[src/uabg_pkg.sv]
package uabg_pkg;
    // register indices on the plain register port
    localparam logic [3:0] ADDR_STA = 4'h0;
    localparam logic [3:0] ADDR_BRG = 4'h1;
    localparam logic [3:0] ADDR_CFG = 4'h2;
    localparam logic [3:0] ADDR_TXD = 4'h3;
    localparam logic [3:0] ADDR_RXD = 4'h4;
    // serial_status_control fields
    localparam int B_TXM1  = 15;
    localparam int B_INV   = 14;
    localparam int B_TXM0  = 13;
    localparam int B_BRK   = 11;
    localparam int B_TXEN  = 10;
    localparam int B_TXBF  = 9;
    localparam int B_SH_EMPTY = 8;
    localparam int B_RXM1  = 7;
    localparam int B_RXM0  = 6;
    localparam int B_RIDLE = 4;
    localparam int B_OVR   = 1;
    localparam int B_RXDA  = 0;
    // configuration fields
    localparam int B_HS    = 0;
    localparam int B_IR_EN = 1;
    localparam int B_PEN   = 2;
    // reset values
    localparam logic [15:0] BRG_RST = 16'h0000;
    localparam logic [2:0]  CFG_RST = 3'h0;
    // oversampling ticks per bit and data/break bit counts, last index; infrared pulse length in ticks
    localparam logic [4:0] OS_LO_MAX = 5'h0f;
    localparam logic [4:0] OS_HI_MAX = 5'h03;
    localparam logic [4:0] IR_PULSE  = 5'h03;
    localparam logic [3:0] DATA_LAST = 4'h7;
    localparam logic [3:0] BRK_LAST  = 4'hb;
    // transmit interrupt modes
    localparam logic [1:0] TXM_LOAD  = 2'h0;
    localparam logic [1:0] TXM_DONE  = 2'h1;
    localparam logic [1:0] TXM_EMPTY = 2'h2;

    typedef struct packed {
        logic        wr;
        logic        rd;
        logic [3:0]  addr;
        logic [15:0] wdata;
    } uabg_req_t;

    typedef enum logic [2:0] {
        TX_IDLE, TX_START, TX_DATA, TX_BRK, TX_STOP
    } uabg_tx_t;

    typedef enum logic [1:0] {
        RX_IDLE, RX_START, RX_DATA, RX_STOP
    } uabg_rx_t;
endpackage

[src/uabg_fifo.sv]
`timescale 1ns/1ns
module uabg_fifo
#(
    parameter int W     = 8,
    parameter int DEPTH = 4,
    parameter int CW    = $clog2(DEPTH + 1)
)
(
    input  wire logic          clk_in,
    input  wire logic          rst_b_in,
    input  wire logic          flush_in,
    input  wire logic          push_in,
    input  wire logic [W-1:0]  wdata_in,
    input  wire logic          pop_in,
    output logic      [W-1:0]  rdata_out,
    output logic      [CW-1:0] count_out,
    output logic               full_out,
    output logic               empty_out
);
    localparam int PW = (DEPTH > 1) ? $clog2(DEPTH) : 1;
    logic [W-1:0]  mem_q [DEPTH];
    logic [PW-1:0] wp_q;
    logic [PW-1:0] rp_q;
    logic [CW-1:0] cnt_q;
    logic          do_push;
    logic          do_pop;

    assign do_push   = push_in && !full_out;
    assign do_pop    = pop_in && !empty_out;
    assign full_out  = cnt_q == CW'(DEPTH);
    assign empty_out = cnt_q == '0;
    assign count_out = cnt_q;
    assign rdata_out = mem_q[rp_q];

    always_ff @(posedge clk_in)
    begin
        if (do_push)
        begin
            mem_q[wp_q] <= wdata_in;
        end
    end

    always_ff @(posedge clk_in)
    begin
        if (!rst_b_in || flush_in)
        begin
            wp_q  <= '0;
            rp_q  <= '0;
            cnt_q <= '0;
        end
        else
        begin
            if (do_push)
            begin
                wp_q <= (wp_q == PW'(DEPTH - 1)) ? '0 : wp_q + 1'b1;
            end
            if (do_pop)
            begin
                rp_q <= (rp_q == PW'(DEPTH - 1)) ? '0 : rp_q + 1'b1;
            end
            cnt_q <= cnt_q + CW'(do_push) - CW'(do_pop);
        end
    end
endmodule

[src/uabg_top.sv]
`timescale 1ns/1ns
module uabg_top
#(
    parameter int TX_DEPTH = 4,
    parameter int RX_DEPTH = 4
)
(
    input  wire logic                sys_clk_in,
    input  wire logic                rst_b_in,
    input  wire uabg_pkg::uabg_req_t reg_req_in,
    output logic              [15:0] rd_data_out,
    input  wire logic                serial_rx_in,
    output logic                     serial_tx_pin_out,
    output logic                     serial_tx_oe_out,
    output logic                     tx_irq_out,
    output logic                     rx_irq_out
);
    import uabg_pkg::*;
    localparam int TCW = $clog2(TX_DEPTH + 1);
    localparam int RCW = $clog2(RX_DEPTH + 1);

    // software state
    logic [15:0]  baud_divisor_q;
    logic [2:0]   cfg_q;
    logic [1:0]   tx_irq_mode_sel_q;
    logic         tx_idle_polarity_q;
    logic         tx_break_request_q;
    logic         tx_enable_bit_q;
    logic [1:0]   rx_irq_mode_sel_q;
    logic         rx_overrun_flag_q;
    // baud and transmit state
    logic [15:0]  brg_cnt_q;
    logic [4:0]   tx_os_q;
    uabg_tx_t     tx_st_q;
    logic [3:0]   tx_cnt_q;
    logic [7:0]   tx_shift_register_q;
    logic         brk_mode_q;
    // receive state
    logic         rx_s1_q;
    logic         rx_s2_q;
    uabg_rx_t     rx_st_q;
    logic [4:0]   rx_os_q;
    logic [3:0]   rx_cnt_q;
    logic [7:0]   rx_shift_register_q;

    // register port decode
    logic         sta_wr;
    logic         brg_wr;
    logic         cfg_wr;
    logic         txd_wr;
    logic         rxd_rd;
    logic         high_speed_baud_select;
    logic         infrared_encode_enable;
    logic         serial_port_enable;
    assign sta_wr = reg_req_in.wr && reg_req_in.addr == ADDR_STA;
    assign brg_wr = reg_req_in.wr && reg_req_in.addr == ADDR_BRG;
    assign cfg_wr = reg_req_in.wr && reg_req_in.addr == ADDR_CFG;
    assign txd_wr = reg_req_in.wr && reg_req_in.addr == ADDR_TXD;
    assign rxd_rd = reg_req_in.rd && reg_req_in.addr == ADDR_RXD;
    assign high_speed_baud_select = cfg_q[B_HS];
    assign infrared_encode_enable = cfg_q[B_IR_EN];
    assign serial_port_enable     = cfg_q[B_PEN];

    // baud timing
    logic         brg_tick;
    logic [4:0]   os_max;
    logic         bit_tick;
    assign brg_tick = serial_port_enable && brg_cnt_q == baud_divisor_q;
    assign os_max   = high_speed_baud_select ? OS_HI_MAX : OS_LO_MAX;
    assign bit_tick = brg_tick && tx_os_q == os_max;

    always_ff @(posedge sys_clk_in)
    begin
        if (!rst_b_in || brg_wr || brg_tick)
        begin
            brg_cnt_q <= '0;
        end
        else if (serial_port_enable)
        begin
            brg_cnt_q <= brg_cnt_q + 16'h1;
        end
    end

    always_ff @(posedge sys_clk_in)
    begin
        if (!rst_b_in || brg_wr)
        begin
            tx_os_q <= '0;
        end
        else if (brg_tick)
        begin
            tx_os_q <= (tx_os_q == os_max) ? 5'h00 : tx_os_q + 5'h01;
        end
    end

    // transmit buffer
    logic [7:0]   txf_data;
    logic [TCW-1:0] txf_count;
    logic         txf_full;
    logic         txf_empty;
    logic         tx_load;
    logic         tx_push;
    assign tx_push = txd_wr && tx_enable_bit_q;
    assign tx_load = tx_st_q == TX_IDLE && bit_tick && tx_enable_bit_q
                     && !tx_break_request_q && !txf_empty;

    uabg_fifo #(.W(8), .DEPTH(TX_DEPTH)) u_txf (
        .clk_in    (sys_clk_in),
        .rst_b_in  (rst_b_in),
        .flush_in  (!tx_enable_bit_q),
        .push_in   (tx_push),
        .wdata_in  (reg_req_in.wdata[7:0]),
        .pop_in    (tx_load),
        .rdata_out (txf_data),
        .count_out (txf_count),
        .full_out  (txf_full),
        .empty_out (txf_empty)
    );

    // transmit sequencer
    logic         brk_start;
    logic         frame_end;
    logic         brk_clr;
    assign brk_start = tx_st_q == TX_IDLE && bit_tick && tx_enable_bit_q
                       && tx_break_request_q;
    assign frame_end = tx_st_q == TX_STOP && bit_tick;
    assign brk_clr   = frame_end && brk_mode_q;

    always_ff @(posedge sys_clk_in)
    begin
        if (!rst_b_in || !tx_enable_bit_q)
        begin
            tx_st_q    <= TX_IDLE;
            tx_cnt_q   <= '0;
            brk_mode_q <= 1'b0;
            tx_shift_register_q <= '0;
        end
        else if (bit_tick)
        begin
            case (tx_st_q)
                TX_IDLE:
                begin
                    if (brk_start || tx_load)
                    begin
                        tx_st_q    <= TX_START;
                        brk_mode_q <= brk_start;
                        tx_shift_register_q <= txf_data;
                    end
                end
                TX_START:
                begin
                    tx_cnt_q <= '0;
                    tx_st_q  <= brk_mode_q ? TX_BRK : TX_DATA;
                end
                TX_DATA:
                begin
                    tx_shift_register_q <= tx_shift_register_q >> 1;
                    tx_cnt_q <= tx_cnt_q + 4'h1;
                    if (tx_cnt_q == DATA_LAST)
                    begin
                        tx_st_q <= TX_STOP;
                    end
                end
                TX_BRK:
                begin
                    tx_cnt_q <= tx_cnt_q + 4'h1;
                    if (tx_cnt_q == BRK_LAST)
                    begin
                        tx_st_q <= TX_STOP;
                    end
                end
                TX_STOP:
                begin
                    tx_st_q    <= TX_IDLE;
                    brk_mode_q <= 1'b0;
                end
                default:
                begin
                    tx_st_q <= TX_IDLE;
                end
            endcase
        end
    end

    // line level and infrared encoding
    logic         txd_raw;
    logic         ir_pulse;
    logic         tx_line;
    logic         tx_irq_d;
    logic         tx_shifter_empty_flag;
    assign txd_raw = tx_st_q == TX_IDLE || tx_st_q == TX_STOP
                     || (tx_st_q == TX_DATA && tx_shift_register_q[0]);
    assign ir_pulse = !txd_raw && tx_os_q < IR_PULSE;
    assign tx_line = infrared_encode_enable
                     ? (ir_pulse ^ tx_idle_polarity_q) : txd_raw;
    assign tx_shifter_empty_flag = tx_st_q == TX_IDLE && txf_empty;
    assign tx_irq_d =
        (tx_irq_mode_sel_q == TXM_LOAD && tx_load)
        || (tx_irq_mode_sel_q == TXM_EMPTY && tx_load
            && txf_count == TCW'(1))
        || (tx_irq_mode_sel_q == TXM_DONE && frame_end
            && txf_empty);

    always_ff @(posedge sys_clk_in)
    begin
        if (!rst_b_in)
        begin
            serial_tx_pin_out <= 1'b1;
            serial_tx_oe_out  <= 1'b0;
            tx_irq_out        <= 1'b0;
        end
        else
        begin
            serial_tx_pin_out <= tx_enable_bit_q ? tx_line : 1'b1;
            serial_tx_oe_out  <= tx_enable_bit_q;
            tx_irq_out        <= tx_irq_d;
        end
    end

    // receive path
    logic [7:0]   rxf_data;
    logic [RCW-1:0] rxf_count;
    logic         rxf_full;
    logic         rxf_empty;
    logic         rx_push;
    logic         rx_irq_d;
    logic         ovr_set;
    assign rx_push = rx_st_q == RX_STOP && brg_tick && rx_os_q == os_max;
    assign ovr_set = rx_push && rxf_full;
    assign rx_irq_d = rx_push && !rxf_full && (!rx_irq_mode_sel_q[1]
        || (rx_irq_mode_sel_q[0] && rxf_count == RCW'(RX_DEPTH - 1))
        || (!rx_irq_mode_sel_q[0]
            && rxf_count == RCW'(RX_DEPTH - 2)));

    uabg_fifo #(.W(8), .DEPTH(RX_DEPTH)) u_rxf (
        .clk_in    (sys_clk_in),
        .rst_b_in  (rst_b_in),
        .flush_in  (1'b0),
        .push_in   (rx_push),
        .wdata_in  (rx_shift_register_q),
        .pop_in    (rxd_rd),
        .rdata_out (rxf_data),
        .count_out (rxf_count),
        .full_out  (rxf_full),
        .empty_out (rxf_empty)
    );

    always_ff @(posedge sys_clk_in)
    begin
        if (!rst_b_in)
        begin
            rx_s1_q <= 1'b1;
            rx_s2_q <= 1'b1;
        end
        else
        begin
            rx_s1_q <= serial_rx_in;
            rx_s2_q <= rx_s1_q;
        end
    end

    always_ff @(posedge sys_clk_in)
    begin
        if (!rst_b_in || !serial_port_enable)
        begin
            rx_st_q  <= RX_IDLE;
            rx_os_q  <= '0;
            rx_cnt_q <= '0;
            rx_shift_register_q <= '0;
        end
        else if (rx_st_q == RX_IDLE)
        begin
            rx_os_q <= '0;
            if (!rx_s2_q)
            begin
                rx_st_q <= RX_START;
            end
        end
        else if (brg_tick)
        begin
            rx_os_q <= rx_os_q + 5'h01;
            case (rx_st_q)
                RX_START:
                begin
                    if (rx_os_q == (os_max >> 1))
                    begin
                        rx_os_q  <= '0;
                        rx_cnt_q <= '0;
                        rx_st_q  <= rx_s2_q ? RX_IDLE : RX_DATA;
                    end
                end
                RX_DATA:
                begin
                    if (rx_os_q == os_max)
                    begin
                        rx_os_q  <= '0;
                        rx_cnt_q <= rx_cnt_q + 4'h1;
                        rx_shift_register_q <=
                            {rx_s2_q, rx_shift_register_q[7:1]};
                        if (rx_cnt_q == DATA_LAST)
                        begin
                            rx_st_q <= RX_STOP;
                        end
                    end
                end
                RX_STOP:
                begin
                    if (rx_os_q == os_max)
                    begin
                        rx_st_q <= RX_IDLE;
                    end
                end
                default:
                begin
                    rx_st_q <= RX_IDLE;
                end
            endcase
        end
    end

    always_ff @(posedge sys_clk_in)
    begin
        if (!rst_b_in)
        begin
            rx_irq_out <= 1'b0;
        end
        else
        begin
            rx_irq_out <= rx_irq_d;
        end
    end

    // software registers
    always_ff @(posedge sys_clk_in)
    begin
        if (!rst_b_in)
        begin
            baud_divisor_q <= BRG_RST;
            cfg_q          <= CFG_RST;
        end
        else
        begin
            if (brg_wr)
            begin
                baud_divisor_q <= reg_req_in.wdata;
            end
            if (cfg_wr)
            begin
                cfg_q <= reg_req_in.wdata[2:0];
            end
        end
    end

    always_ff @(posedge sys_clk_in)
    begin
        if (!rst_b_in)
        begin
            tx_irq_mode_sel_q  <= '0;
            tx_idle_polarity_q <= 1'b0;
            tx_enable_bit_q    <= 1'b0;
            rx_irq_mode_sel_q  <= '0;
        end
        else if (sta_wr)
        begin
            tx_irq_mode_sel_q  <= {reg_req_in.wdata[B_TXM1],
                                   reg_req_in.wdata[B_TXM0]};
            tx_idle_polarity_q <= reg_req_in.wdata[B_INV];
            tx_enable_bit_q    <= reg_req_in.wdata[B_TXEN];
            rx_irq_mode_sel_q  <= {reg_req_in.wdata[B_RXM1],
                                   reg_req_in.wdata[B_RXM0]};
        end
    end

    // hardware-cleared and software-cleared flags; a set always wins
    always_ff @(posedge sys_clk_in)
    begin
        if (!rst_b_in)
        begin
            tx_break_request_q <= 1'b0;
            rx_overrun_flag_q  <= 1'b0;
        end
        else
        begin
            if (sta_wr)
            begin
                tx_break_request_q <= reg_req_in.wdata[B_BRK];
            end
            else if (brk_clr)
            begin
                tx_break_request_q <= 1'b0;
            end
            if (ovr_set)
            begin
                rx_overrun_flag_q <= 1'b1;
            end
            else if (sta_wr && !reg_req_in.wdata[B_OVR])
            begin
                rx_overrun_flag_q <= 1'b0;
            end
        end
    end

    // read mux
    logic [15:0]  sta_view;
    logic [15:0]  rd_mux;
    assign sta_view = {tx_irq_mode_sel_q[1], tx_idle_polarity_q,
                       tx_irq_mode_sel_q[0], 1'b0, tx_break_request_q,
                       tx_enable_bit_q, txf_full,
                       tx_shifter_empty_flag, rx_irq_mode_sel_q,
                       1'b0, rx_st_q == RX_IDLE, 2'b00,
                       rx_overrun_flag_q, !rxf_empty};
    assign rd_mux =
        (reg_req_in.addr == ADDR_STA) ? sta_view :
        (reg_req_in.addr == ADDR_BRG) ? baud_divisor_q :
        (reg_req_in.addr == ADDR_CFG) ? {13'h0000, cfg_q} :
        (reg_req_in.addr == ADDR_RXD) ? {8'h00, rxf_data} : 16'h0000;

    always_ff @(posedge sys_clk_in)
    begin
        if (!rst_b_in || !reg_req_in.rd)
        begin
            rd_data_out <= 16'h0000;
        end
        else
        begin
            rd_data_out <= rd_mux;
        end
    end

    // checks
    brg_clear_a: assert property (@(posedge sys_clk_in)
        disable iff (!rst_b_in) brg_wr |=> brg_cnt_q == 16'h0000)
        else $error("baud counter not cleared by divisor write");
    brg_period_a: assert property (@(posedge sys_clk_in)
        disable iff (!rst_b_in)
        brg_tick && !brg_wr && $stable(baud_divisor_q)
        |=> brg_cnt_q == 16'h0000)
        else $error("baud counter did not wrap at divisor");
    os_rate_a: assert property (@(posedge sys_clk_in)
        disable iff (!rst_b_in)
        bit_tick |-> brg_tick
        && tx_os_q == (high_speed_baud_select ? OS_HI_MAX : OS_LO_MAX))
        else $error("wrong oversampling ratio");
    tx_mode_a: assert property (@(posedge sys_clk_in)
        disable iff (!rst_b_in)
        tx_irq_out |-> $past(tx_irq_mode_sel_q) != 2'b11)
        else $error("transmit irq in reserved mode");
    idle_level_a: assert property (@(posedge sys_clk_in)
        disable iff (!rst_b_in)
        tx_enable_bit_q && tx_st_q == TX_IDLE |=> serial_tx_pin_out
        == $past(infrared_encode_enable ? tx_idle_polarity_q : 1'b1))
        else $error("idle line level wrong");
    break_len_a: assert property (@(posedge sys_clk_in)
        disable iff (!rst_b_in)
        tx_st_q == TX_BRK && bit_tick && tx_enable_bit_q
        |=> (tx_st_q == TX_STOP) == ($past(tx_cnt_q) == BRK_LAST))
        else $error("break length wrong");
    tx_abort_a: assert property (@(posedge sys_clk_in)
        disable iff (!rst_b_in)
        !tx_enable_bit_q |=> !serial_tx_oe_out && tx_st_q == TX_IDLE
        && txf_empty)
        else $error("transmit disable did not abort");
    full_flag_a: assert property (@(posedge sys_clk_in)
        disable iff (!rst_b_in)
        reg_req_in.rd && reg_req_in.addr == ADDR_STA
        |=> rd_data_out[9] == $past(txf_count == TCW'(TX_DEPTH)))
        else $error("buffer full flag wrong");
    shift_empty_a: assert property (@(posedge sys_clk_in)
        disable iff (!rst_b_in)
        tx_load && !sta_wr |=> !tx_shifter_empty_flag [*2])
        else $error("shifter empty during transmission");
    rx_irq_a: assert property (@(posedge sys_clk_in)
        disable iff (!rst_b_in)
        rx_irq_out |-> $past(rx_push) && $past(rx_irq_mode_sel_q[1]
        ? rxf_count >= RCW'(RX_DEPTH - 2) : 1'b1))
        else $error("receive irq without transfer");
    overrun_a: assert property (@(posedge sys_clk_in)
        disable iff (!rst_b_in)
        rx_push && rxf_full |=> rx_overrun_flag_q)
        else $error("overrun not flagged");
    break_c: cover property (@(posedge sys_clk_in) brk_clr);
    rx_push_c: cover property (@(posedge sys_clk_in) rx_push);
    tx_irq_c: cover property (@(posedge sys_clk_in) tx_irq_out);
    overrun_c: cover property (@(posedge sys_clk_in) ovr_set);
endmodule

[config.mk]
export PLATFORM = sky130hd
export DESIGN_NAME = uabg_top
export DESIGN_NICKNAME = d
export VERILOG_FILES = /design/src/uabg_pkg.sv /design/src/uabg_fifo.sv /design/src/uabg_top.sv
export SDC_FILE = /design/constraint.sdc
export NUM_CORES = 1
export LEC_CHECK = 0
export BUFFER_PORTS_ARGS = -buffer_cell sky130_fd_sc_hd__buf_2
export CAP_MARGIN = 20
export CORE_MARGIN = 8
export CORE_UTILIZATION = 30
export CTS_CLUSTER_DIAMETER = 150
export DETAILED_ROUTE_END_ITERATION = 10
export SLEW_MARGIN = 20
export SYNTH_ARGS = -nofsm -noshare
export SYNTH_HDL_FRONTEND = slang
export SYNTH_SLANG_ARGS = --single-unit
export TNS_END_PERCENT = 5
[constraint.sdc]
create_clock -name sys_clk_in -period 2.95 [get_ports sys_clk_in]
set_input_delay 0.1475 -clock sys_clk_in [delete_from_list [all_inputs] [get_ports sys_clk_in]]
set_output_delay 0.1475 -clock sys_clk_in [all_outputs]
set_load 0.1 [all_outputs]
==> impl_metrics.tcl, run 1 <==
set metrics [dict create \
    gp_congestion 0.819 \
    hpwl_um 14600 \
    critPathSlowestCell "fa_1" \
    fmax_ghz 0.372 \
    drt-vias-per-instance 4.95 \
    multiInputGateArea_um2 3640 \
    yosysSeqAreaShare_pct 53.4 \
    seqCellArea_um2 4380 \
    syn_to_final_growth_pct 18.4 \
    yosys-top-cells-count "123 x dfxtp_1, 80 x nand2_1, 68 x nor2_1, 64 x edfxtp_1, 30 x mux2i_1" \
    required_ns 3.28 \
    core_um2 27000 \
    power_mw 5.10 \
    p_per_area_nw_per_um2 525 \
    netlist_instances 751 \
    path_cells "xnor2_1 > nand4_1 > or2_2 > nor3_2 > nand2_1 > nor2_1 > ha_1 > inv_1 > ha_1 > fa_1 > and3_1" \
    fin_crit_ns 2.68 \
    antenna_found_initial 0 \
    yosysUniqueCellTypes 64 \
    peakVddDrop_v 0.000350 \
    crit_family "simple AND/OR/NAND/NOR gates" \
    postRouteAntennaNets 0 \
    drt_pre_antenna_iters 5 \
    grt_max_degree 37 \
    syn_area_per_cell_um2 10.9 \
    drv_cap 0 \
    max_stage_delay_ns 0.40 \
    vias 5875 \
    ys.flop_type "dfxtp_1" \
    worst_setup_path_end_kind "flop" \
    start_util_pct 30.5 \
    io_buffer_count 44 \
    cts_tree "done" \
    cpMostUsedCell "ha_1" \
    cp_max_fo 4 \
    clockBufferDepth 2 \
    grt_pass1_vias 5687 \
    synth_top_area_share_pct 30.0 \
    die_y_um 181 \
    h-tree-depth 4 \
    final.setup_skew_ns 0.0110 \
    synthArstFlopShare_pct 0 \
    drt-initial-drc-count 489 \
    grt_overflow_total 0 \
    crit_buf_inv 1 \
    pre_cts_slack_ns 0.192 \
    setup_slack_ns 0.265 \
    clock-root-buffer "clkbuf_16" \
    synth_top_cell_by_area "dfxtp_1" \
    pin_count 45 \
    synth_warnings 0 \
    setup_tns_ns 0 \
    min_period_over_period_pct 91.0 \
    routed_wl_um 19900 \
    rows 60 \
    antenna-diode-count 0 \
    drv_slew 0 \
    grt_use_total_pct 12.3 \
    fin_nets 882 \
    die_area_um2 32900 \
    synth.area.top_cells "dfxtp_1 30%, edfxtp_1 23%, mux4_2 4.4%, mux2i_1 3.7%, nand2_1 3.7%" \
    cts_sinks 187 \
    setup_viol 0 \
    clk_pin_slew_ns 0.08 \
    ys_ff_latch 187 \
    avgRoutedWirePerCell_um 16.8 \
    hp-class "input pin to flop" \
    start_kind "flop" \
    synth.most_common_cell "dfxtp_1" \
    grt_first_pass_wirelength_um 31900 \
    die_w_um 181 \
    drive_above_1_share_pct 16.4 \
    syn-num-nets 801 \
    synth_edf_count 64 \
    rsz0062_at_grt "false" \
    crit_arrival_ns 3.02 \
    syn_area_um2 8210 \
    leakage_nw 3.38 \
    clk-insertion-delay-late_ns 0.43 \
    post-route-drc-count 0 \
    max_slew.worst_pin.slew_ns 0.797 \
    n_fill_cell 2664 \
    crit_type "flop to flop" \
    outcome "completed" \
    relSlewSlack_pct 46.4 \
    hold_viol 0 \
    cts_buffers 17 \
]
## final timing paths
check                startpoint            endpoint  slack (ns)  cells after the start
setup / recovery   brg_cnt_q[9]  u_txf.count_out[1]        0.27                     11
hold / removal    reg_req_in[1]   u_txf.mem_q[0][1]        0.04                      1
setup reg to reg   brg_cnt_q[9]  u_txf.count_out[1]        0.27                     11
hold reg to reg         rx_s1_q             rx_s2_q        0.41                      1
## sequential cells by signal, indices dropped and copies added (netlist names), 5 cells and up, named ones only
name                 count
u_rxf.mem_q             32
rx_os_q                  5
u_txf.mem_q             32
tx_os_q                  5
rx_shift_register_q      8
brg_cnt_q               16
baud_divisor_q          16
tx_shift_register_q      8
rd_data_out             16
## cell type report
class                           count  area share, %
Clock buffer                       17           4.38
Tap cell                          341           4.39
Clock inverter                     15           1.61
Sequential cell                   187           45.1
Multi-Input combinational cell    514           37.5
Inverter                           22          0.850
Timing Repair Buffer               90           6.18
## power by group
group          internal [mW]  leakage (nW)  switching (mW)
clock                   1.20         0.283            1.08
combinational         0.0592          1.60           0.103
sequential              2.66          1.50         0.00661
## layer usage
layer	global-route usage, %	vias up	wire length, µm
met3	2.65	8	896
met5	0	-	0
met2	20.7	116	9800
li1	-	2865	-
met1	16.0	2886	9100
met4	2.72	0	116
## cells by family (layout without fill, tap and decap cells)
family | after synthesis | in the layout | share of synthesized area, %
DFF | 187 | 187 | 53.4
buffers and inverters | 50 | 144 | 2.30
xor gates and xnor gates | 36 | 36 | 3.84
AOI/OAI and AO/OA | 110 | 110 | 9.16
muxes | 53 | 53 | 9.01
and+or+nand+nor | 290 | 290 | 18.3
adders and majority gates | 25 | 25 | 3.99
## cells in the final DEF (no fill, tap or decap), types with 23 or more instances in the layout
cell	synthesis	routed
buf_2	1	44
buf_4	0	32
dfxtp_1	123	123
mux2i_1	30	30
nor2_1	68	68
edfxtp_1	64	64
ha_1	23	23
nand2_1	80	80
a21oi_1	28	28
xnor2_1	25	25
nand3_1	23	23
## what timing repair did
action | 4_1_cts | 5_1_grt
setup buffers | 0 | 0
endpoints found under the setup margin | 0 | 2
hold endpoints to repair | 36 | 0
resized for setup | 0 | 1
hold buffers | 14 | 0
## per-stage QoR
step	util, %	instances	hold slack (ns)	cell area (µm²)
after floorplan	-	751	0.246	8210
after global placement	33.4	1140	0.342	8990
after detailed placement	33.4	1140	0.343	8990
after CTS	36.0	1186	0.0129	9710
after global routing	36.1	1186	0.0196	9720
final	36.1	1186	0.0368	9720
Power figures use the tool's default switching activity.
==> run 2, diff against run 1 <==
--- a/config.mk
+++ b/config.mk
@@ -8,9 +8,10 @@
 export BUFFER_PORTS_ARGS = -buffer_cell sky130_fd_sc_hd__buf_2
 export CAP_MARGIN = 20
 export CORE_MARGIN = 8
-export CORE_UTILIZATION = 30
+export CORE_UTILIZATION = 48
 export CTS_CLUSTER_DIAMETER = 150
 export DETAILED_ROUTE_END_ITERATION = 10
+export PLACE_DENSITY = 0.65
 export SLEW_MARGIN = 20
 export SYNTH_ARGS = -nofsm -noshare
 export SYNTH_HDL_FRONTEND = slang
==> run 2 against run 1 <==
  * Clock skew down 0.00061 ns
  * Via count about the same
  * Global-route usage increased by 6.1 points
  * Non-clock buffer count decreased by 8
  * First-iteration DRC count fell by 32%
  * Utilization up 20 points
  * Power up 1.2%
  * Clock-buffer cell count stayed put
  * Register-to-register slack got worse by 0.07 ns
  * Highest routed layer unchanged
==> impl_metrics.tcl, run 2 (synthesis gave the netlist of run 1 again) <==
set metrics [dict create \
    setup_tns_ns 0 \
    setup_viol 0 \
    drt-vias-per-instance 5.53 \
    drive_above_1_share_pct 15.9 \
    clock-root-buffer "clkbuf_16" \
    multiInputGateArea_um2 3640 \
    grt_first_pass_wirelength_um 31500 \
    grt_overflow_total 0 \
    io_buffer_count 44 \
    h-tree-depth 4 \
    fin_nets 874 \
    required_ns 3.28 \
    cpMostUsedCell "ha_1" \
    cts_sinks 187 \
    pin_count 45 \
    final_cell_mix "123 x dfxtp_1, 80 x nand2_1, 68 x nor2_1" \
    final.setup_skew_ns 0.0104 \
    grt_max_degree 45 \
    avgRoutedWirePerCell_um 18.1 \
    min_period_over_period_pct 93.3 \
    drv_cap 0 \
    p_per_area_nw_per_um2 541 \
    drt-initial-drc-count 333 \
    leakage_nw 3.36 \
    die_w_um 147 \
    hpwl_um 14300 \
    finish.utilization_pct 56.2 \
    routed_wl_um 19300 \
    clk-insertion-delay-late_ns 0.44 \
    postPlaceCellArea_um2 8780 \
    antenna-diode-count 0 \
    core_um2 17000 \
    cp_max_fo 5 \
    cts_setup_buffers 0 \
    outcome "completed" \
    rrSetupSlack_ns 0.20 \
    fmax_ghz 0.363 \
    die_area_um2 21500 \
    max_slew.worst_pin.slew_ns 0.876 \
    gp_congestion 0.894 \
    start_kind "flop" \
    peakVddDrop_v 0.000454 \
    worst_setup_path_end_kind "flop" \
    n_fill_cell 1406 \
    hold_viol 0 \
    largestRegisters "u_rxf.mem_q x32, u_txf.mem_q x32" \
    relSlewSlack_pct 41.1 \
    hp-class "input pin to flop" \
    crit_type "flop to flop" \
    max_stage_delay_ns 0.42 \
    clk_pin_slew_ns 0.07 \
    start_util_pct 48.3 \
    postRouteAntennaNets 0 \
    vias 5870 \
    drt_pre_antenna_iters 5 \
    antenna_found_initial 0 \
    crit_arrival_ns 3.08 \
    rsz0062_at_grt "false" \
    fin_crit_ns 2.75 \
    rows 48 \
    cts_buffers 17 \
    final_area_um2 9550 \
    seqCellArea_um2 4380 \
    path_cells "xnor2_1 > nand4_1 > or2_2 > nor3_2 > nand2_1 > nor2_1 > ha_1 > inv_1 > ha_1 > fa_1 > and3_1" \
    clockBufferDepth 2 \
    layout_commonest_cell "dfxtp_1" \
    drv_slew 0 \
    syn_to_final_growth_pct 16.3 \
    grt_pass1_vias 6053 \
    grt_use_total_pct 18.5 \
    die_y_um 147 \
    critPathSlowestCell "dfxtp_1" \
    post-route-drc-count 0 \
    cts_tree "done" \
]
==> run 2: timing repair <==
| item | in CTS | in global routing |
|---|---|---|
| hold endpoints to repair | 41 | 0 |
| hold buffers | 15 | 0 |
| resized for setup | 0 | 1 |
| setup endpoints to repair | 0 | 2 |
==> run 2: metal layers <==
metal  vias to the layer above  track usage, %  wire length (µm)
met5                         -               0                 0
met4                         0            8.19               509
met3                        36            3.97               820
met2                       134            32.5              9910
met1                      2857            21.1              8010
li1                       2843               -                 -
==> run 2: final timing paths <==
| path | endpoint | depth (start not counted) | from |
|---|---|---|---|
| worst max register to register | u_txf.count_out[1] | 11 | brg_cnt_q[1] |
| worst max-delay path | u_txf.count_out[1] | 11 | brg_cnt_q[1] |
| worst min-delay path | u_txf.mem_q[0][1] | 1 | reg_req_in[1] |
| worst min register to register | rx_s2_q | 1 | rx_s1_q |
==> run 2: layout make-up <==
class                           instances  area share [%]
Timing Repair Buffer                   82            5.69
Sequential cell                       187            45.9
Multi-Input combinational cell        514            38.2
Clock inverter                         15            1.99
Tap cell                              225            2.95
Clock buffer                           17            4.45
Inverter                               22           0.865
==> run 2: per-stage QoR <==
| stage | total power [mW] | hold slack, ns | instances | setup slack (ns) |
|---|---|---|---|---|
| after floorplan | 2.80 | 0.246 | 751 | 0.282 |
| after global routing | 5.32 | 0.0225 | 1062 | 0.0245 |
| after CTS | 5.21 | 0.00604 | 1062 | 0.154 |
| final | 5.17 | 0.0233 | 1062 | 0.198 |
| after detailed placement | 2.86 | 0.335 | 1015 | 0.166 |
| after global placement | 2.86 | 0.334 | 1015 | 0.235 |
==> run 2: worst max-delay path: cells and delay by family, from the launching register on <==
kind | cells | cell delay (ns)
fa+ha+maj | 3 | 0.80
xor+xnor | 1 | 0.18
simple gates | 6 | 1.19
flops | 1 | 0.42
buf+inv | 1 | 0.07
==> run 2: power breakdown <==
| part | total (mW) | switching, mW | internal (mW) |
|---|---|---|---|
| Sequential | 2.66 | 0.00725 | 2.66 |
| Clock | 2.35 | 1.12 | 1.23 |
| Combinational | 0.155 | 0.0974 | 0.0577 |
